<file path="src/design/rtc_evt_pkg.sv">
/*
   constants, field layouts and carrier types of the alarm, event status
   and interrupt part of the real-time clock.
   assumes the time and calendar counters that feed it run on pclk.
*/
package rtc_evt_pkg;

   // register byte offsets
   localparam logic [7:0] OFS_MODE       = 8'h00;
   localparam logic [7:0] OFS_CAL_ALARM  = 8'h14;
   localparam logic [7:0] OFS_STATUS     = 8'h18;
   localparam logic [7:0] OFS_STATUS_CLR = 8'h1c;
   localparam logic [7:0] OFS_IRQ_SET    = 8'h20;
   localparam logic [7:0] OFS_IRQ_CLR    = 8'h24;
   localparam logic [7:0] OFS_IRQ_STATE  = 8'h28;
   localparam logic [7:0] OFS_VALIDITY   = 8'h2c;

   localparam int          NUM_EVENTS = 5;
   localparam int          NUM_VALID  = 4;

   // mode register fields
   localparam int          MODE_UPD_TIM  = 0;
   localparam int          MODE_UPD_CAL  = 1;
   localparam int          MODE_TSEL_LSB = 8;
   localparam int          MODE_CSEL_LSB = 16;
   localparam logic [31:0] MODE_WMASK    = 32'h0003_0303;
   localparam logic [31:0] MODE_RESET    = 32'h0000_0000;

   // calendar alarm register
   localparam logic [31:0] CAR_WMASK = 32'h9f9f_0000;
   localparam logic [31:0] CAR_RESET = 32'h0000_0000;

   // bcd ranges for the calendar alarm fields
   localparam logic [4:0]  MONTH_MIN   = 5'h01;
   localparam logic [4:0]  MONTH_MAX   = 5'h12;
   localparam logic [4:0]  DATE_MIN    = 5'h01;
   localparam logic [4:0]  DATE_MAX    = 5'h1f;
   localparam logic [3:0]  BCD_DIG_MAX = 4'h9;

   localparam logic [4:0]  MASK_RESET   = 5'h00;
   localparam logic [4:0]  STATUS_RESET = 5'h00;
   localparam logic [3:0]  VALID_RESET  = 4'h0;

   typedef enum logic [1:0] {
      TEV_MINUTE   = 2'b00,
      TEV_HOUR     = 2'b01,
      TEV_MIDNIGHT = 2'b10,
      TEV_NOON     = 2'b11
   } time_event_e;

   typedef enum logic [1:0] {
      CEV_WEEK  = 2'b00,
      CEV_MONTH = 2'b01,
      CEV_YEAR  = 2'b10,
      CEV_RSVD  = 2'b11
   } cal_event_e;

   // one bit per event, bit 0 is update_acknowledge
   typedef struct packed {
      logic calendar_event_flag;
      logic time_event_flag;
      logic second;
      logic alarm;
      logic update_acknowledge;
   } ev_flags_s;

   typedef struct packed {
      logic minute;
      logic hour;
      logic midnight;
      logic noon;
   } time_ticks_s;

   typedef struct packed {
      logic week;
      logic month;
      logic year;
   } cal_ticks_s;

   typedef struct packed {
      logic [4:0] date;
      logic [4:0] month;
   } cal_now_s;

   // calendar alarm register image
   typedef struct packed {
      logic        date_match_enable;
      logic [1:0]  rsv_hi;
      logic [4:0]  date;
      logic        month_match_enable;
      logic [1:0]  rsv_mid;
      logic [4:0]  month;
      logic [15:0] rsv_lo;
   } cal_alarm_s;

endpackage

</file>
<file path="src/design/event_flag_bank.sv">
/*
   sticky event flags, interrupt mask and the single interrupt line.
   assumes set, clear and mask strobes are one-cycle pulses on pclk.
*/
`timescale 1ns/1ps
module event_flag_bank
   import rtc_evt_pkg::*;
(
   input  wire logic      pclk,
   input  wire logic      presetn,
   input  wire ev_flags_s set_ev,
   input  wire ev_flags_s clr_ev,
   input  wire ev_flags_s mask_set,
   input  wire ev_flags_s mask_clr,
   output ev_flags_s      status_ff,
   output ev_flags_s      mask_ff,
   output logic           irq_ff
);

   ev_flags_s nxt_status;
   ev_flags_s nxt_mask;
   logic      nxt_irq;

   // a set in the clearing cycle wins
   assign nxt_status = set_ev | (status_ff & ~clr_ev);
   assign nxt_mask   = mask_set | (mask_ff & ~mask_clr);
   assign nxt_irq    = |(status_ff & mask_ff);

   // one flag and one mask bit per event
   for (genvar g = 0; g < NUM_EVENTS; g++)
   begin : g_flag
      always_ff @(posedge pclk or negedge presetn)
      begin
         if (!presetn)
         begin
            status_ff[g] <= STATUS_RESET[g];
            mask_ff[g]   <= MASK_RESET[g];
         end
         else
         begin
            status_ff[g] <= nxt_status[g];
            mask_ff[g]   <= nxt_mask[g];
         end
      end
   end

   // level interrupt, one cycle behind the flags
   always_ff @(posedge pclk or negedge presetn)
   begin
      if (!presetn)
         irq_ff <= 1'b0;
      else
         irq_ff <= nxt_irq;
   end

endmodule

</file>
<file path="src/design/rtc_alarm_event_irq.sv">
/*
   apb slave for the calendar alarm, event flags, interrupt mask and
   validity flags of the real-time clock.
   assumes the counters, the time alarm and their event pulses run on
   pclk and deliver one-cycle ticks and level match signals.
*/
// The implementer's own choice: the APB slave port.
// Notes on behaviour
// - month alarm field bits 20:16 is compared with the bcd month counter
// - bit 23 enables month matching, zero leaves month out of alarm
// - date alarm field bits 28:24 is compared with the bcd date counter
// - bit 31 enables date matching, zero leaves date out of alarm
// - status bit 0 reads one when time and calendar may be updated
// - status bit 1 sets when at least one comparison is enabled and all enabled ones match, sticky
// - status bit 2 sets on each second tick and stays until cleared
// - status bit 3 latches the selected time event until cleared
// - status bit 4 latches the selected calendar event until cleared
// - writing ones to status clear clears those flags, zeros do nothing
// - writing ones to interrupt enable sets those mask bits
// - writing ones to interrupt disable clears those mask bits
// - mask register reads enable state per source, all off at reset
// - validity bit 0 flags invalid time register contents
// - validity bits 1 to 3 flag calendar, time alarm, calendar alarm
// - update request bits stop counting for programming, clearing resumes
// - time select: minute, hour, midnight, noon for codes 00 to 11
// - calendar select: week, month, year; code 11 gives no event
`timescale 1ns/1ps
module rtc_alarm_event_irq
   import rtc_evt_pkg::*;
(
   input  wire logic        pclk,
   input  wire logic        presetn,
   input  wire logic        psel,
   input  wire logic        penable,
   input  wire logic        pwrite,
   input  wire logic [7:0]  paddr,
   input  wire logic [31:0] pwdata,
   input  wire logic [3:0]  pstrb,
   output logic [31:0]      prdata,
   output logic             pready,
   output logic             pslverr,
   output logic             irq,
   input  wire logic        sec_tick,
   input  wire time_ticks_s time_ticks,
   input  wire cal_ticks_s  cal_ticks,
   input  wire cal_now_s    cal_now,
   input  wire logic        time_alarm_hit,
   input  wire logic        time_alarm_any_en,
   input  wire logic        time_invalid,
   input  wire logic        calendar_invalid,
   input  wire logic        time_alarm_invalid,
   output logic             time_update_request,
   output logic             calendar_update_request,
   output time_event_e      time_event_select,
   output cal_event_e       calendar_event_select
);

   // bcd value inside a range with a legal units digit
   function automatic logic bcd_ok(input logic [4:0] v,
                                   input logic [4:0] lo,
                                   input logic [4:0] hi);
      bcd_ok = (v >= lo) && (v <= hi) && (v[3:0] <= BCD_DIG_MAX);
   endfunction

   // expand byte strobes to a bit mask
   function automatic logic [31:0] lanes(input logic [3:0] s);
      lanes = {{8{s[3]}}, {8{s[2]}}, {8{s[1]}}, {8{s[0]}}};
   endfunction

   logic               pready_ff;
   logic               pslverr_ff;
   logic [31:0]        prdata_ff;
   logic [31:0]        mode_ff;
   logic [31:0]        car_ff;
   logic [3:0]         valid_ff;
   logic               alarm_prev_ff;
   logic               stopped_ff;

   logic [31:0]        nxt_mode;
   logic [31:0]        nxt_car;
   logic [3:0]         nxt_valid;
   logic               nxt_stopped;

   wire                access_w;
   wire                done_w;
   wire                wr_w;
   wire [31:0]         lane_w;
   wire [31:0]         data_w;
   wire                hit_mode;
   wire                hit_car;
   wire                hit_stat;
   wire                hit_sclr;
   wire                hit_iset;
   wire                hit_iclr;
   wire                hit_imask;
   wire                hit_valid;
   wire                mapped_w;
   wire [31:0]         rd_w;

   cal_alarm_s         car_s;
   cal_alarm_s         wcar_s;
   ev_flags_s          set_w;
   ev_flags_s          clr_w;
   ev_flags_s          mset_w;
   ev_flags_s          mclr_w;
   ev_flags_s          status_w;
   ev_flags_s          mask_w;
   time_event_e        tsel_w;
   cal_event_e         csel_w;

   wire                month_ok;
   wire                date_ok;
   wire                alarm_now;
   wire                alarm_rise;
   wire                any_req;
   wire                ack_rise;
   wire                tev_hit;
   wire                cev_hit;
   wire                car_bad;

   // apb phases: answer one cycle into the access phase
   assign access_w = psel & penable & ~pready_ff;
   assign done_w   = psel & penable & pready_ff;
   assign wr_w     = done_w & pwrite;
   assign lane_w   = lanes(pstrb);
   assign data_w   = pwdata & lane_w;

   // address decode
   assign hit_mode  = (paddr == OFS_MODE);
   assign hit_car   = (paddr == OFS_CAL_ALARM);
   assign hit_stat  = (paddr == OFS_STATUS);
   assign hit_sclr  = (paddr == OFS_STATUS_CLR);
   assign hit_iset  = (paddr == OFS_IRQ_SET);
   assign hit_iclr  = (paddr == OFS_IRQ_CLR);
   assign hit_imask = (paddr == OFS_IRQ_STATE);
   assign hit_valid = (paddr == OFS_VALIDITY);
   assign mapped_w  = hit_mode | hit_car | hit_stat | hit_sclr |
                      hit_iset | hit_iclr | hit_imask | hit_valid;

   // read mux, write-only registers read as zero
   assign rd_w = hit_mode  ? mode_ff :
                 hit_car   ? car_ff :
                 hit_stat  ? {27'h0, status_w} :
                 hit_imask ? {27'h0, mask_w} :
                 hit_valid ? {28'h0, valid_ff} :
                 32'h0;

   // bus answer registers
   always_ff @(posedge pclk or negedge presetn)
   begin
      if (!presetn)
      begin
         pready_ff  <= 1'b0;
         pslverr_ff <= 1'b0;
         prdata_ff  <= 32'h0;
      end
      else
      begin
         pready_ff  <= access_w;
         pslverr_ff <= access_w & ~mapped_w;
         prdata_ff  <= (access_w & ~pwrite) ? rd_w : 32'h0;
      end
   end

   assign pready  = pready_ff;
   assign pslverr = pslverr_ff;
   assign prdata  = prdata_ff;

   // writable registers merge by byte lane and writable mask
   assign nxt_mode = (wr_w & hit_mode) ?
                     (mode_ff & ~(lane_w & MODE_WMASK)) |
                     (data_w & MODE_WMASK) : mode_ff;
   assign nxt_car  = (wr_w & hit_car) ?
                     (car_ff & ~(lane_w & CAR_WMASK)) |
                     (data_w & CAR_WMASK) : car_ff;

   always_ff @(posedge pclk or negedge presetn)
   begin
      if (!presetn)
      begin
         mode_ff <= MODE_RESET;
         car_ff  <= CAR_RESET;
      end
      else
      begin
         mode_ff <= nxt_mode;
         car_ff  <= nxt_car;
      end
   end

   // mode fields drive the counters outside
   assign time_update_request     = mode_ff[MODE_UPD_TIM];
   assign calendar_update_request = mode_ff[MODE_UPD_CAL];
   assign tsel_w = time_event_e'(mode_ff[MODE_TSEL_LSB +: 2]);
   assign csel_w = cal_event_e'(mode_ff[MODE_CSEL_LSB +: 2]);
   assign time_event_select     = tsel_w;
   assign calendar_event_select = csel_w;

   // calendar alarm compare
   assign car_s     = car_ff;
   assign month_ok  = ~car_s.month_match_enable |
                      (cal_now.month == car_s.month);
   assign date_ok   = ~car_s.date_match_enable |
                      (cal_now.date == car_s.date);
   assign alarm_now = time_alarm_hit & month_ok & date_ok &
                      (time_alarm_any_en |
                       car_s.month_match_enable |
                       car_s.date_match_enable);
   assign alarm_rise = alarm_now & ~alarm_prev_ff;

   // counting halts at the next second tick after a request
   assign any_req     = time_update_request | calendar_update_request;
   assign ack_rise    = any_req & sec_tick & ~stopped_ff;
   assign nxt_stopped = any_req & (stopped_ff | sec_tick);

   always_ff @(posedge pclk or negedge presetn)
   begin
      if (!presetn)
      begin
         alarm_prev_ff <= 1'b0;
         stopped_ff    <= 1'b0;
      end
      else
      begin
         alarm_prev_ff <= alarm_now;
         stopped_ff    <= nxt_stopped;
      end
   end

   // selected time and calendar events
   assign tev_hit = ((tsel_w == TEV_MINUTE)   & time_ticks.minute) |
                    ((tsel_w == TEV_HOUR)     & time_ticks.hour) |
                    ((tsel_w == TEV_MIDNIGHT) & time_ticks.midnight) |
                    ((tsel_w == TEV_NOON)     & time_ticks.noon);
   assign cev_hit = ((csel_w == CEV_WEEK)  & cal_ticks.week) |
                    ((csel_w == CEV_MONTH) & cal_ticks.month) |
                    ((csel_w == CEV_YEAR)  & cal_ticks.year);

   // event strobes into the flag bank
   assign set_w.update_acknowledge  = ack_rise;
   assign set_w.alarm               = alarm_rise;
   assign set_w.second              = sec_tick;
   assign set_w.time_event_flag     = tev_hit;
   assign set_w.calendar_event_flag = cev_hit;
   assign clr_w  = (wr_w & hit_sclr) ? data_w[4:0] : '0;
   assign mset_w = (wr_w & hit_iset) ? data_w[4:0] : '0;
   assign mclr_w = (wr_w & hit_iclr) ? data_w[4:0] : '0;

   event_flag_bank u_flags (
      .pclk      (pclk),
      .presetn   (presetn),
      .set_ev    (set_w),
      .clr_ev    (clr_w),
      .mask_set  (mset_w),
      .mask_clr  (mclr_w),
      .status_ff (status_w),
      .mask_ff   (mask_w),
      .irq_ff    (irq)
   );

   // calendar alarm content checked at each write, enabled fields only
   assign wcar_s  = nxt_car;
   assign car_bad = (wcar_s.month_match_enable &
                     ~bcd_ok(wcar_s.month, MONTH_MIN, MONTH_MAX)) |
                    (wcar_s.date_match_enable &
                     ~bcd_ok(wcar_s.date, DATE_MIN, DATE_MAX));
   assign nxt_valid = {(wr_w & hit_car) ? car_bad : valid_ff[3],
                       time_alarm_invalid,
                       calendar_invalid,
                       time_invalid};

   // validity flags
   always_ff @(posedge pclk or negedge presetn)
   begin
      if (!presetn)
         valid_ff <= VALID_RESET;
      else
         valid_ff <= nxt_valid;
   end
endmodule

</file>
<file path="config.mk">
export PLATFORM = sky130hd
export DESIGN_NAME = rtc_alarm_event_irq
export DESIGN_NICKNAME = d
export VERILOG_FILES = /design/src/design/rtc_evt_pkg.sv /design/src/design/event_flag_bank.sv /design/src/design/rtc_alarm_event_irq.sv
export SDC_FILE = /design/constraint.sdc
export NUM_CORES = 1
export LEC_CHECK = 0
export BUFFER_PORTS_ARGS = -buffer_cell sky130_fd_sc_hd__buf_4
export CAP_MARGIN = 20
export CORE_MARGIN = 2
export CORE_UTILIZATION = 30
export DETAILED_ROUTE_END_ITERATION = 10
export SLEW_MARGIN = 20
export SYNTH_ARGS = -nofsm -noshare
export SYNTH_HDL_FRONTEND = slang
export SYNTH_SLANG_ARGS = --single-unit
</file>
<file path="constraint.sdc">
create_clock -name pclk -period 2.55 [get_ports pclk]
set_input_delay 0.51 -clock pclk [delete_from_list [all_inputs] [get_ports pclk]]
set_output_delay 0.51 -clock pclk [all_outputs]
set_load 0.01 [all_outputs]
</file>
**Yosys cells after proc, flatten, opt, wreduce, memory -nomap -nowiden**

Cells that the tools add are included.

- Order comparisons: 6
- Mux-type cells: 10
- Reductions and logical operators: 8
- Bitwise gates (word level): 69
- Equal/unequal tests: 14

Operators by type and width:

| operator | number |
|---|---|
| $mux W32 | 4 |
| $and A32 B32 Y32 | 3 |
| $eq A8 B6 Y1 const B | 4 |
| $not A18 Y32 | 1 |
| $not A32 Y32 | 1 |
| $or A32 B18 Y32 | 1 |
| $or A32 B32 Y32 | 1 |
| $and A1 B1 Y1 | 27 |
| $mux W5 | 5 |
| $eq A8 B5 Y1 const B | 3 |
| $or A1 B1 Y1 | 19 |
| $and A5 B5 Y5 | 3 |
| $eq A5 B5 Y1 | 2 |
| $ge A5 B1 Y1 const B | 2 |
| $le A5 B5 Y1 const B | 2 |
| $not A5 Y5 | 2 |
| $or A5 B5 Y5 | 2 |
| $not A1 Y1 | 9 |
| $le A4 B4 Y1 const B | 2 |
| $logic_not A8 Y1 | 1 |
| $eq A2 B2 Y1 const B | 3 |
| $reduce_or A5 Y1 | 1 |
| $eq A2 B1 Y1 const B | 2 |
| $logic_and A1 B1 Y1 | 4 |
| 2 further kinds | 3 |

- Output and inout port bits: 41
- Flip-flop bits (word level): 115

**Depth between registers and ports, before layout**

Gate-level depths: netlist of run 1.

- Word-level depth: 11
- Gate-level depth with buffers: 7
- Mapped depth without buffers: 5

**Cells and area by module**

Synthesis of run 1 repeated with hierarchy kept, for this count alone.

- Cells, all modules: 253
- Area total of the unflattened synthesis: 2707.6 µm²

Modules (own cells, without submodules):

| module | sequential area each (µm²) | times used | area an instance (µm²) | cells each |
|---|---|---|---|---|
| rtc_alarm_event_irq | 1126.1 | 1 | 2297.2 | 219 |
| event_flag_bank | 275.3 | 1 | 410.4 | 34 |

**Worst setup path before layout of run 1**

No wires, ideal clock.

- Path type: input to register
- Start point: input port paddr[3]
- End point: register valid_ff[3]
- Arrival: 1.744 ns
- Stages: 6
- Path slack: 0.688 ns
- Library setup time: 0.118 ns
- Cell sequence: nor3_1 and3_1 buf_6 nand3_4 mux2_4 a21o_1

- Elaborated cells on any way between the ends: 18
- Those cells by class: order compare (6); eq/ne (1); mux (1); bitwise (6); reduce/logical (4)

RTL lines:

| what | line | text |
|---|---|---|
| start: declaration | rtc_alarm_event_irq.sv:36 | `input wire logic [7:0] paddr,` |
| $eq A8 B5 Y1 | rtc_alarm_event_irq.sv:130 | `assign hit_car = (paddr == OFS_CAL_ALARM);` |
| $and A1 B1 Y1 | rtc_alarm_event_irq.sv:173 | `assign nxt_car = (wr_w & hit_car) ?` |
| $mux W32 | rtc_alarm_event_irq.sv:173 |  |
| via nxt_car[23] | rtc_alarm_event_irq.sv:80 | `logic [31:0] nxt_car;` |
| $and A1 B1 Y1 | rtc_alarm_event_irq.sv:263 | `assign car_bad = (wcar_s.month_match_enable &` |
| $or A1 B1 Y1 | rtc_alarm_event_irq.sv:264 | `~bcd_ok(wcar_s.month, MONTH_MIN, MONTH_MAX)) \|` |
| end signal: assignment | rtc_alarm_event_irq.sv:278 | `valid_ff <= nxt_valid;` |
| end: declaration | rtc_alarm_event_irq.sv:75 | `logic [3:0] valid_ff;` |

The timed path passes the listed nets, and every way through them passes these cells.
A chain may end at the register's enable or synchronous reset.

**Final worst setup path of run 1**

- Start point: input port paddr[5]
- End point: register car_ff[24]

- Longest elaborated chain between the ends: 3

RTL lines:

| what | line | text |
|---|---|---|
| $eq A8 B5 Y1 | rtc_alarm_event_irq.sv:130 |  |
| $and A1 B1 Y1 | rtc_alarm_event_irq.sv:173 |  |
| $mux W32 | rtc_alarm_event_irq.sv:173 |  |
| via nxt_car[24] | rtc_alarm_event_irq.sv:80 |  |
| end signal: assignment | rtc_alarm_event_irq.sv:187 | `car_ff <= nxt_car;` |
| end: declaration | rtc_alarm_event_irq.sv:74 | `logic [31:0] car_ff;` |

The timed path passes the listed nets, and every way through them passes these cells.

==> impl_results.html, run 1 <==
<table>
<tr><th>Metric</th><th>Value</th></tr>
<tr><th colspan="2">Global route</th></tr>
<tr><td>First-pass GRT wire length</td><td>11,000 um</td></tr>
<tr><td>Aggregate global routing overflow</td><td>0</td></tr>
<tr><td>Via count of the first global-routing pass</td><td>between 2k and 2.5k</td></tr>
<tr><td>Global Route Usage Sum</td><td>14.1%</td></tr>
<tr><td>Maximum number of pins on one net before global-route repair</td><td>57</td></tr>
<tr><td>Initial antenna violation count</td><td>0</td></tr>
<tr><th colspan="2">Synth</th></tr>
<tr><td>Number of enable-type register cells in the synthesized netlist</td><td>0</td></tr>
<tr><td>Compound-Gate Fraction of Synth Area</td><td>11.8%</td></tr>
<tr><td>Area share of and/or/nand/nor cells after synthesis</td><td>~16%</td></tr>
<tr><td>Sequential element share of the synthesized area</td><td>52.3%</td></tr>
<tr><td>Post-synthesis cell area</td><td>2680 um^2</td></tr>
<tr><td>Commonest cells post-synth</td><td>dfrtp_1 (56), o21ai_0 (28), mux2_2 (21), nand2_1 (16)</td></tr>
<tr><td>Prevailing post-synth register cell</td><td>dfrtp_1</td></tr>
<tr><td>Ys Warns</td><td>0</td></tr>
<tr><td>Main combinational cell family by area after synthesis</td><td>simple AND/OR/NAND/NOR gates</td></tr>
<tr><td>Most frequent cell after synthesis</td><td>dfrtp_1</td></tr>
<tr><td>Adder-Cell Fraction of Synth Area</td><td>0%</td></tr>
<tr><td>Register bit count reported by yosys</td><td>56</td></tr>
<tr><td>Share of Yosys cell area claimed by the top area cell type</td><td>approximately 52%</td></tr>
<tr><td>Mux cell area share after synthesis</td><td>10.6%</td></tr>
<tr><td>Count of cell types in the netlist</td><td>42</td></tr>
<tr><td>Most area-consuming cells after synthesis</td><td>dfrtp_1 (52%), mux2_2 (8.8%), o21ai_0 (5.2%)</td></tr>
<tr><td>Biggest area consumer among synthesized cells</td><td>dfrtp_1</td></tr>
<tr><td>Post-synth ARST share</td><td>100%</td></tr>
<tr><td>Post-Synthesis Cells</td><td>239</td></tr>
<tr><td>Fraction of synthesized cell area in xor and xnor cells</td><td>3.59%</td></tr>
<tr><td>Mean instance size in the synthesized netlist</td><td>11.2 um^2</td></tr>
<tr><th colspan="2">STA</th></tr>
<tr><td>Final Skew</td><td>approximately 0.009 ns</td></tr>
<tr><td>Final sum of negative setup slack</td><td>0 ns</td></tr>
<tr><td>Post-layout minimum cycle time</td><td>1.86 ns</td></tr>
<tr><td>Slew HR</td><td>52.9%</td></tr>
<tr><td>Final period util</td><td>between 70 and 80%</td></tr>
<tr><td>Highest Clock Rate</td><td>approximately 540 MHz</td></tr>
<tr><td>Final Max Slew Viols</td><td>0</td></tr>
<tr><td>RSZ-0062 raised after global routing</td><td>no</td></tr>
<tr><td>Final setup violation count</td><td>0</td></tr>
<tr><td>Slew at the pin with the worst max-slew slack</td><td>0.706 ns</td></tr>
<tr><td>Final hold violations</td><td>0</td></tr>
<tr><th colspan="2">Final layout</th></tr>
<tr><td>Core occupancy in the finished layout</td><td>40.4%</td></tr>
<tr><td>Fill cells</td><td>approximately 870</td></tr>
<tr><td>Layout-stage area growth over the synthesis result</td><td>30.7%</td></tr>
<tr><td>Count of placed standard cells in the final layout, fillers left out</td><td>between 400 and 500</td></tr>
<tr><td>Area of all sequential standard cells</td><td>1400 um^2</td></tr>
<tr><td>Final Net Count</td><td>402</td></tr>
<tr><td>Ratio of cells with drive above 1 in the final layout</td><td>38.4%</td></tr>
<tr><td>Antenna fix cells</td><td>0</td></tr>
<tr><td>Multi-input gate area</td><td>1190 um^2</td></tr>
<tr><td>Area of all placed cells without fillers</td><td>3500 um^2</td></tr>
<tr><th colspan="2">Pwr</th></tr>
<tr><td>Switching power share of the total</td><td>24.7%</td></tr>
<tr><td>Net load switching power</td><td>386 uW</td></tr>
<tr><td>Part of the power in the clock network</td><td>a little under a third</td></tr>
<tr><td>Internal cell power</td><td>1.17 mW</td></tr>
<tr><td>Part of the total power dissipated in sequential elements</td><td>57.6%</td></tr>
<tr><td>Largest vdd supply drop</td><td>about 230 uV</td></tr>
<tr><td>Share of power burned in combinational logic</td><td>10.8%</td></tr>
<tr><td>Leakage power</td><td>1.76 nW</td></tr>
<tr><td>Power Density</td><td>approximately 450 nW/um^2</td></tr>
<tr><th colspan="2">Drt</th></tr>
<tr><td>Average wire per standard cell</td><td>around 15 um</td></tr>
<tr><td>Vias per Instance</td><td>4.84</td></tr>
<tr><td>Final wirelength</td><td>between 6000 and 7000 um</td></tr>
<tr><td>Drt first pass iters</td><td>4</td></tr>
<tr><td>Vias after detailed routing</td><td>around 2.1k</td></tr>
<tr><td>DRC violations left</td><td>0</td></tr>
<tr><td>Remaining number of nets flagged by the antenna check after routing</td><td>0</td></tr>
<tr><td>Initial detailed-routing violation count</td><td>101</td></tr>
<tr><th colspan="2">Job</th></tr>
<tr><td>Max capacitance violation total</td><td>0</td></tr>
<tr><th colspan="2">Setup path</th></tr>
<tr><td>Worst Path Arrival</td><td>~2.1 ns</td></tr>
<tr><td>Startpoint kind of the worst setup timing path</td><td>input port</td></tr>
<tr><td>Critical path peak fanout</td><td>6</td></tr>
<tr><td>Worst endpoint required time</td><td>2.75 ns</td></tr>
<tr><td>CP cell instances</td><td>buf_4 -&gt; nor4b_4 -&gt; and3_1 -&gt; nand3_1 -&gt; mux2_2</td></tr>
<tr><td>Worst Setup End Kind</td><td>flip-flop</td></tr>
<tr><td>Worst-path cell with the longest stage delay</td><td>and3_1</td></tr>
<tr><td>WS Path Type</td><td>input port to flip-flop</td></tr>
<tr><td>Maximum cell stage delay along the critical path</td><td>0.38 ns</td></tr>
<tr><th colspan="2">Clock tree</th></tr>
<tr><td>CTS max path bufs</td><td>2</td></tr>
<tr><td>Root Buffer</td><td>clkbuf_8</td></tr>
<tr><td>Resized Gates After CTS</td><td>0</td></tr>
<tr><td>Insertion delay of the later-clocked pin in the worst-skew pair</td><td>0.31 ns</td></tr>
<tr><td>Count of hold-fix buffers inserted at cts</td><td>0</td></tr>
<tr><td>TritonCTS buffer count</td><td>5</td></tr>
<tr><td>Count of H-tree levels built during CTS</td><td>2</td></tr>
<tr><td>TritonCTS clock tree</td><td>yes</td></tr>
<tr><td>Total number of clock tree sinks</td><td>56</td></tr>
<tr><td>Buffers inserted by post-CTS timing repair</td><td>0</td></tr>
<tr><td>Clock-pin slew on the worst setup and hold paths</td><td>roughly 0.10 ns</td></tr>
<tr><th colspan="2">Floorplanning</th></tr>
<tr><td>Core area</td><td>slightly below 9000 um^2</td></tr>
<tr><td>Effective utilization at floorplan</td><td>30.9%</td></tr>
<tr><td>Horizontal die dimension</td><td>slightly below 100 um</td></tr>
<tr><td>IO Count</td><td>113</td></tr>
<tr><td>Cell row count</td><td>34</td></tr>
<tr><td>Die Y</td><td>98.5 um</td></tr>
<tr><td>Die Area</td><td>9710 um^2</td></tr>
<tr><th colspan="2">Placed design</th></tr>
<tr><td>HPWL after DPL</td><td>5120 um</td></tr>
<tr><td>Placed cell count</td><td>431</td></tr>
<tr><td>Quantity of I/O buffers inserted on ports</td><td>86</td></tr>
<tr><td>Placer congestion estimate</td><td>between 0.8 and 0.9</td></tr>
<tr><td>Placed cell areas</td><td>about 3400 um^2</td></tr>
<tr><th colspan="2">Worst hold path</th></tr>
<tr><td>Path type of the worst min-delay path</td><td>input port to async pin</td></tr>
<tr><th colspan="2">Status</th></tr>
<tr><td>Status</td><td>finished, final reports clean</td></tr>
</table>
[power groups by stage]
stage               registers [mW]  clock network [mW]  logic, mW
finish                       0.898               0.493      0.169
global route                 0.899               0.556      0.188
CTS                          0.898               0.519      0.172
detailed placement           0.915                   0      0.172
global placement             0.915                   0      0.169
floorplan                    0.916                   0     0.0676
[worst max-delay path, delay by kind of cell]
family / cells / cell delay, ns
buf+inv: 1 / 0.13
mux: 1 / 0.36
simple gates: 3 / 1.06
[layout by cell type (no fill, tap or decap), drive strengths merged, types with 4 or more instances in the layout]
cell type,count
nor2,13
a22oi,8
or4,4
mux2,22
conb,13
nand2,16
nor3,4
clkbuf,5
nand3,8
dfrtp,56
and3,14
xnor2,4
xor2,7
a21oi,6
o21ai,28
nand3b,4
buf,91
[metrics by stage]
step	worst slack, ns	hold slack, ns	total power, mW
2_1_floorplan	0.688	0.214	0.983
4_1_cts	0.701	0.274	1.59
5_1_grt	0.570	0.273	1.64
3_3_place_gp	0.357	0.420	1.08
3_5_place_dp	0.369	0.429	1.09
6_report	0.689	0.252	1.56
[per-layer routing]
| metal | GRT usage [%] | part of all wire, % | vias up |
|---|---|---|---|
| li1 | - | - | 1024 |
| met1 | 19.6 | 45 | 1019 |
| met2 | 22.5 | 46 | 81 |
| met3 | 3.83 | 8.0 | 2 |
| met4 | 2.85 | 0.41 | 0 |
| met5 | 0 | 0 | - |
[layout make-up]
type / instances / share of cell area (%)
clock inverters: 3 / 0.679
inverters: 1 / 0.107
clock buffers: 5 / 1.96
repair buffers: 91 / 19.5
multi-input cells: 175 / 33.9
flip-flops and latches: 56 / 40.0
well taps: 108 / 3.86
[kinds of logic after synthesis]
| logic type | after synthesis |
|---|---|
| and+or+nand+nor | 75 |
| DFF | 56 |
| AOI/OAI and AO/OA | 52 |
| muxes | 24 |
| buffers and inverters | 20 |
| xor gates and xnor gates | 11 |
| other | 1 |
[path summary, 6_finish.rpt]
kind | slack, ns | from | endpoint | depth (start not counted)
setup / recovery | 0.69 | paddr[5] | car_ff[24]$_DFF_PN0_ | 5
hold / removal | 0.25 | presetn | pready$_DFF_PN0_ | 1
setup reg to reg | 0.87 | car_ff[17]$_DFF_PN0_ | valid_ff[3]$_DFFE_PN0N_ | 5
hold reg to reg | 0.45 | alarm_prev_ff$_DFF_PN0_ | u_flags.status_ff[1]$_DFF_PN0_ | 1
max in group asynchronous | 1.84 | presetn | prdata[9]$_DFF_PN0_ | 1
min in group pclk | 0.30 | calendar_invalid | valid_ff[1]$_DFF_PN0_ | 1
(Power assumes the default switching activity.)
==> run 2: changes to the inputs <==
==> constraint.sdc (replaced) <==
create_clock -name pclk -period 1.7 [get_ports pclk]
set_input_delay 0.34 -clock pclk [delete_from_list [all_inputs] [get_ports pclk]]
set_output_delay 0.34 -clock pclk [all_outputs]
set_load 0.01 [all_outputs]
==> run 2 against run 1 <==
Combinational power is 62% higher. Design area is 4.8% higher. Critical path depth unchanged. Worst setup slack worse by 0.56 ns. Routed wire length up 5.0%. Die area stayed put. Global-route usage grew 0.77 points. First-iteration DRC count shrank 22%. Via count up 4.0%. Largest cell class unchanged. Highest routed layer unchanged.
==> impl_results.html, run 2 (same netlist as run 1, synthesis figures left out) <==
<table>
<tr><th>Metric</th><th>Value</th></tr>
<tr><th colspan="2">STA</th></tr>
<tr><td>Post-layout minimum cycle time</td><td>1.57 ns</td></tr>
<tr><td>Final hold violations</td><td>0</td></tr>
<tr><td>Final setup violation count</td><td>0</td></tr>
<tr><td>Slew HR</td><td>52.3%</td></tr>
<tr><td>Worst hold slack across all endpoints</td><td>0.0811 ns</td></tr>
<tr><td>Final period util</td><td>92.5%</td></tr>
<tr><td>Final Max Slew Viols</td><td>0</td></tr>
<tr><td>Slew at the pin with the worst max-slew slack</td><td>slightly above 0.7 ns</td></tr>
<tr><td>Final Skew</td><td>around 0.0063 ns</td></tr>
<tr><td>Highest Clock Rate</td><td>636 MHz</td></tr>
<tr><td>RSZ-0062 raised after global routing</td><td>no</td></tr>
<tr><th colspan="2">Drt</th></tr>
<tr><td>Metal2 WL</td><td>about 3300 um</td></tr>
<tr><td>WL met3</td><td>~510 um</td></tr>
<tr><td>Average wire per standard cell</td><td>15.5 um</td></tr>
<tr><td>Vias per Instance</td><td>4.82</td></tr>
<tr><td>Remaining number of nets flagged by the antenna check after routing</td><td>0</td></tr>
<tr><td>Final wirelength</td><td>7120 um</td></tr>
<tr><td>Initial detailed-routing violation count</td><td>79</td></tr>
<tr><td>Drt first pass iters</td><td>5</td></tr>
<tr><td>DRC violations left</td><td>0</td></tr>
<tr><td>M1 wire length</td><td>between 3000 and 4000 um</td></tr>
<tr><td>Max Used Layer</td><td>met4</td></tr>
<tr><td>Vias after detailed routing</td><td>2,212</td></tr>
<tr><th colspan="2">Pwr</th></tr>
<tr><td>Power Density</td><td>between 600 and 700 nW/um^2</td></tr>
<tr><td>Share of power burned in combinational logic</td><td>11.6%</td></tr>
<tr><td>Switching power share of the total</td><td>24.1%</td></tr>
<tr><td>Net load switching power</td><td>565 uW</td></tr>
<tr><td>Part of the power in the clock network</td><td>30.8%</td></tr>
<tr><td>Largest vdd supply drop</td><td>between 200 and 300 uV</td></tr>
<tr><td>Leakage power</td><td>1.87 nW</td></tr>
<tr><td>Internal cell power</td><td>roughly 1.8 mW</td></tr>
<tr><td>Part of the total power dissipated in sequential elements</td><td>~57%</td></tr>
<tr><th colspan="2">Placed design</th></tr>
<tr><td>Placed cell count</td><td>roughly 450</td></tr>
<tr><td>Placer congestion estimate</td><td>0.795</td></tr>
<tr><td>Quantity of I/O buffers inserted on ports</td><td>86</td></tr>
<tr><td>HPWL after DPL</td><td>5440 um</td></tr>
<tr><th colspan="2">Clock tree</th></tr>
<tr><td>TritonCTS buffer count</td><td>5</td></tr>
<tr><td>Insertion delay of the later-clocked pin in the worst-skew pair</td><td>0.30 ns</td></tr>
<tr><td>Total number of clock tree sinks</td><td>56</td></tr>
<tr><td>Clock-pin slew on the worst setup and hold paths</td><td>roughly 0.1 ns</td></tr>
<tr><td>CTS max path bufs</td><td>2</td></tr>
<tr><td>Count of H-tree levels built during CTS</td><td>2</td></tr>
<tr><td>Buffers inserted by post-CTS timing repair</td><td>0</td></tr>
<tr><td>Root Buffer</td><td>clkbuf_8</td></tr>
<tr><td>TritonCTS clock tree</td><td>yes</td></tr>
<tr><th colspan="2">Final layout</th></tr>
<tr><td>Ratio of cells with drive above 1 in the final layout</td><td>41.9%</td></tr>
<tr><td>Layout-stage area growth over the synthesis result</td><td>37.0%</td></tr>
<tr><td>Count of placed standard cells in the final layout, fillers left out</td><td>roughly 460</td></tr>
<tr><td>Most frequent cells in the layout</td><td>buf_4 (110), dfrtp_1 (56), o21ai_0 (27)</td></tr>
<tr><td>Antenna fix cells</td><td>0</td></tr>
<tr><td>Fill cells</td><td>857</td></tr>
<tr><td>Most frequent standard cell in the layout excluding fill and tap cells</td><td>buf_4</td></tr>
<tr><td>Final Net Count</td><td>422</td></tr>
<tr><td>Core occupancy in the finished layout</td><td>42.3%</td></tr>
<tr><th colspan="2">Global route</th></tr>
<tr><td>Global Route Usage Sum</td><td>14.9%</td></tr>
<tr><td>Via count of the first global-routing pass</td><td>2,309</td></tr>
<tr><td>Aggregate global routing overflow</td><td>0</td></tr>
<tr><td>Maximum number of pins on one net before global-route repair</td><td>57</td></tr>
<tr><td>First-pass GRT wire length</td><td>11,600 um</td></tr>
<tr><td>Initial antenna violation count</td><td>0</td></tr>
<tr><th colspan="2">Floorplanning</th></tr>
<tr><td>Horizontal die dimension</td><td>98.5 um</td></tr>
<tr><td>IO Count</td><td>roughly 110</td></tr>
<tr><td>Core area</td><td>8680 um^2</td></tr>
<tr><td>Cell row count</td><td>34</td></tr>
<tr><td>Effective utilization at floorplan</td><td>30.9%</td></tr>
<tr><td>Die Area</td><td>9710 um^2</td></tr>
<tr><td>Die Y</td><td>~100 um</td></tr>
<tr><th colspan="2">Setup path</th></tr>
<tr><td>Worst endpoint required time</td><td>between 1.5 and 2 ns</td></tr>
<tr><td>Worst Setup End Kind</td><td>flip-flop</td></tr>
<tr><td>Startpoint kind of the worst setup timing path</td><td>flip-flop</td></tr>
<tr><td>WS Path Type</td><td>flip-flop to flip-flop</td></tr>
<tr><td>Critical path peak fanout</td><td>4</td></tr>
<tr><td>Worst Path Arrival</td><td>approximately 1.8 ns</td></tr>
<tr><td>Critical path launch point</td><td>car_ff[28]$_DFF_PN0_</td></tr>
<tr><td>Startpoint of the worst-slack reg-to-reg timing path</td><td>car_ff[28]$_DFF_PN0_</td></tr>
<tr><th colspan="2">Job</th></tr>
<tr><td>Max capacitance violation total</td><td>0</td></tr>
<tr><th colspan="2">Status</th></tr>
<tr><td>Status</td><td>finished, final reports clean</td></tr>
<tr><th colspan="2">Worst hold path</th></tr>
<tr><td>Path type of the worst min-delay path</td><td>input port to async pin</td></tr>
</table>
run 2: metrics by stage:
step | TNS, ns | power, mW | setup WS, ns | area, um^2
final | 0 | 2.34 | 0.128 | 3670
after global routing | 0 | 2.44 | 0.00231 | 3670
after CTS | 0 | 2.37 | 0.0757 | 3660
after detailed placement | -2.07 | 1.65 | -0.186 | 3570
after global placement | -1.89 | 1.64 | -0.172 | 3570
after floorplan | 0 | 1.47 | 0.00762 | 2730
run 2: worst paths after layout:
kind,cells past startpoint,to,slack (ns)
min in group pclk,1,valid_ff[2]$_DFF_PN0_,0.14
min reg2reg,1,u_flags.status_ff[1]$_DFF_PN0_,0.44
max in group asynchronous,1,prdata[4]$_DFF_PN0_,1.15
max,5,valid_ff[3]$_DFFE_PN0N_,0.13
min,1,pready$_DFF_PN0_,0.08
max reg2reg,5,valid_ff[3]$_DFFE_PN0N_,0.13
run 2: what timing repair did:
item | 4_1_cts | 5_1_grt
endpoints found under the setup margin | 0 | 3
gates resized for setup | 0 | 3
hold buffers | 0 | 0
run 2: power by group through the flow:
stage,registers (mW),logic (mW),clock network (mW)
final,1.35,0.273,0.721
after global routing,1.35,0.300,0.792
after CTS,1.35,0.274,0.751
after detailed placement,1.37,0.273,0
after global placement,1.37,0.268,0
after floorplan,1.37,0.101,0
run 2: critical path: stages, from the launching register on:
cell and delay [ns]:
dfrtp_1 0.42, or4_1 0.50, o21ai_0 0.18, nand3b_1 0.10
a41oi_1 0.22, a21o_1 0.11
run 2: per-layer routing:
layer  global-route usage [%]  vias up
met5                        0        -
met4                     3.48        0
met3                     3.83        2
met2                     23.0       86
met1                     21.2     1061
li1                         -     1063
run 2: final cells by class:
class,count,area (um^2),area share (%)
Inverter,1,3.75,0.102
Sequential cell,56,1400,38.2
Multi-Input combinational cell,175,1200,32.7
Timing Repair Buffer,111,846,23.0
Clock inverter,1,8.76,0.239
Tap cell,108,135,3.68
Clock buffer,7,76.3,2.08
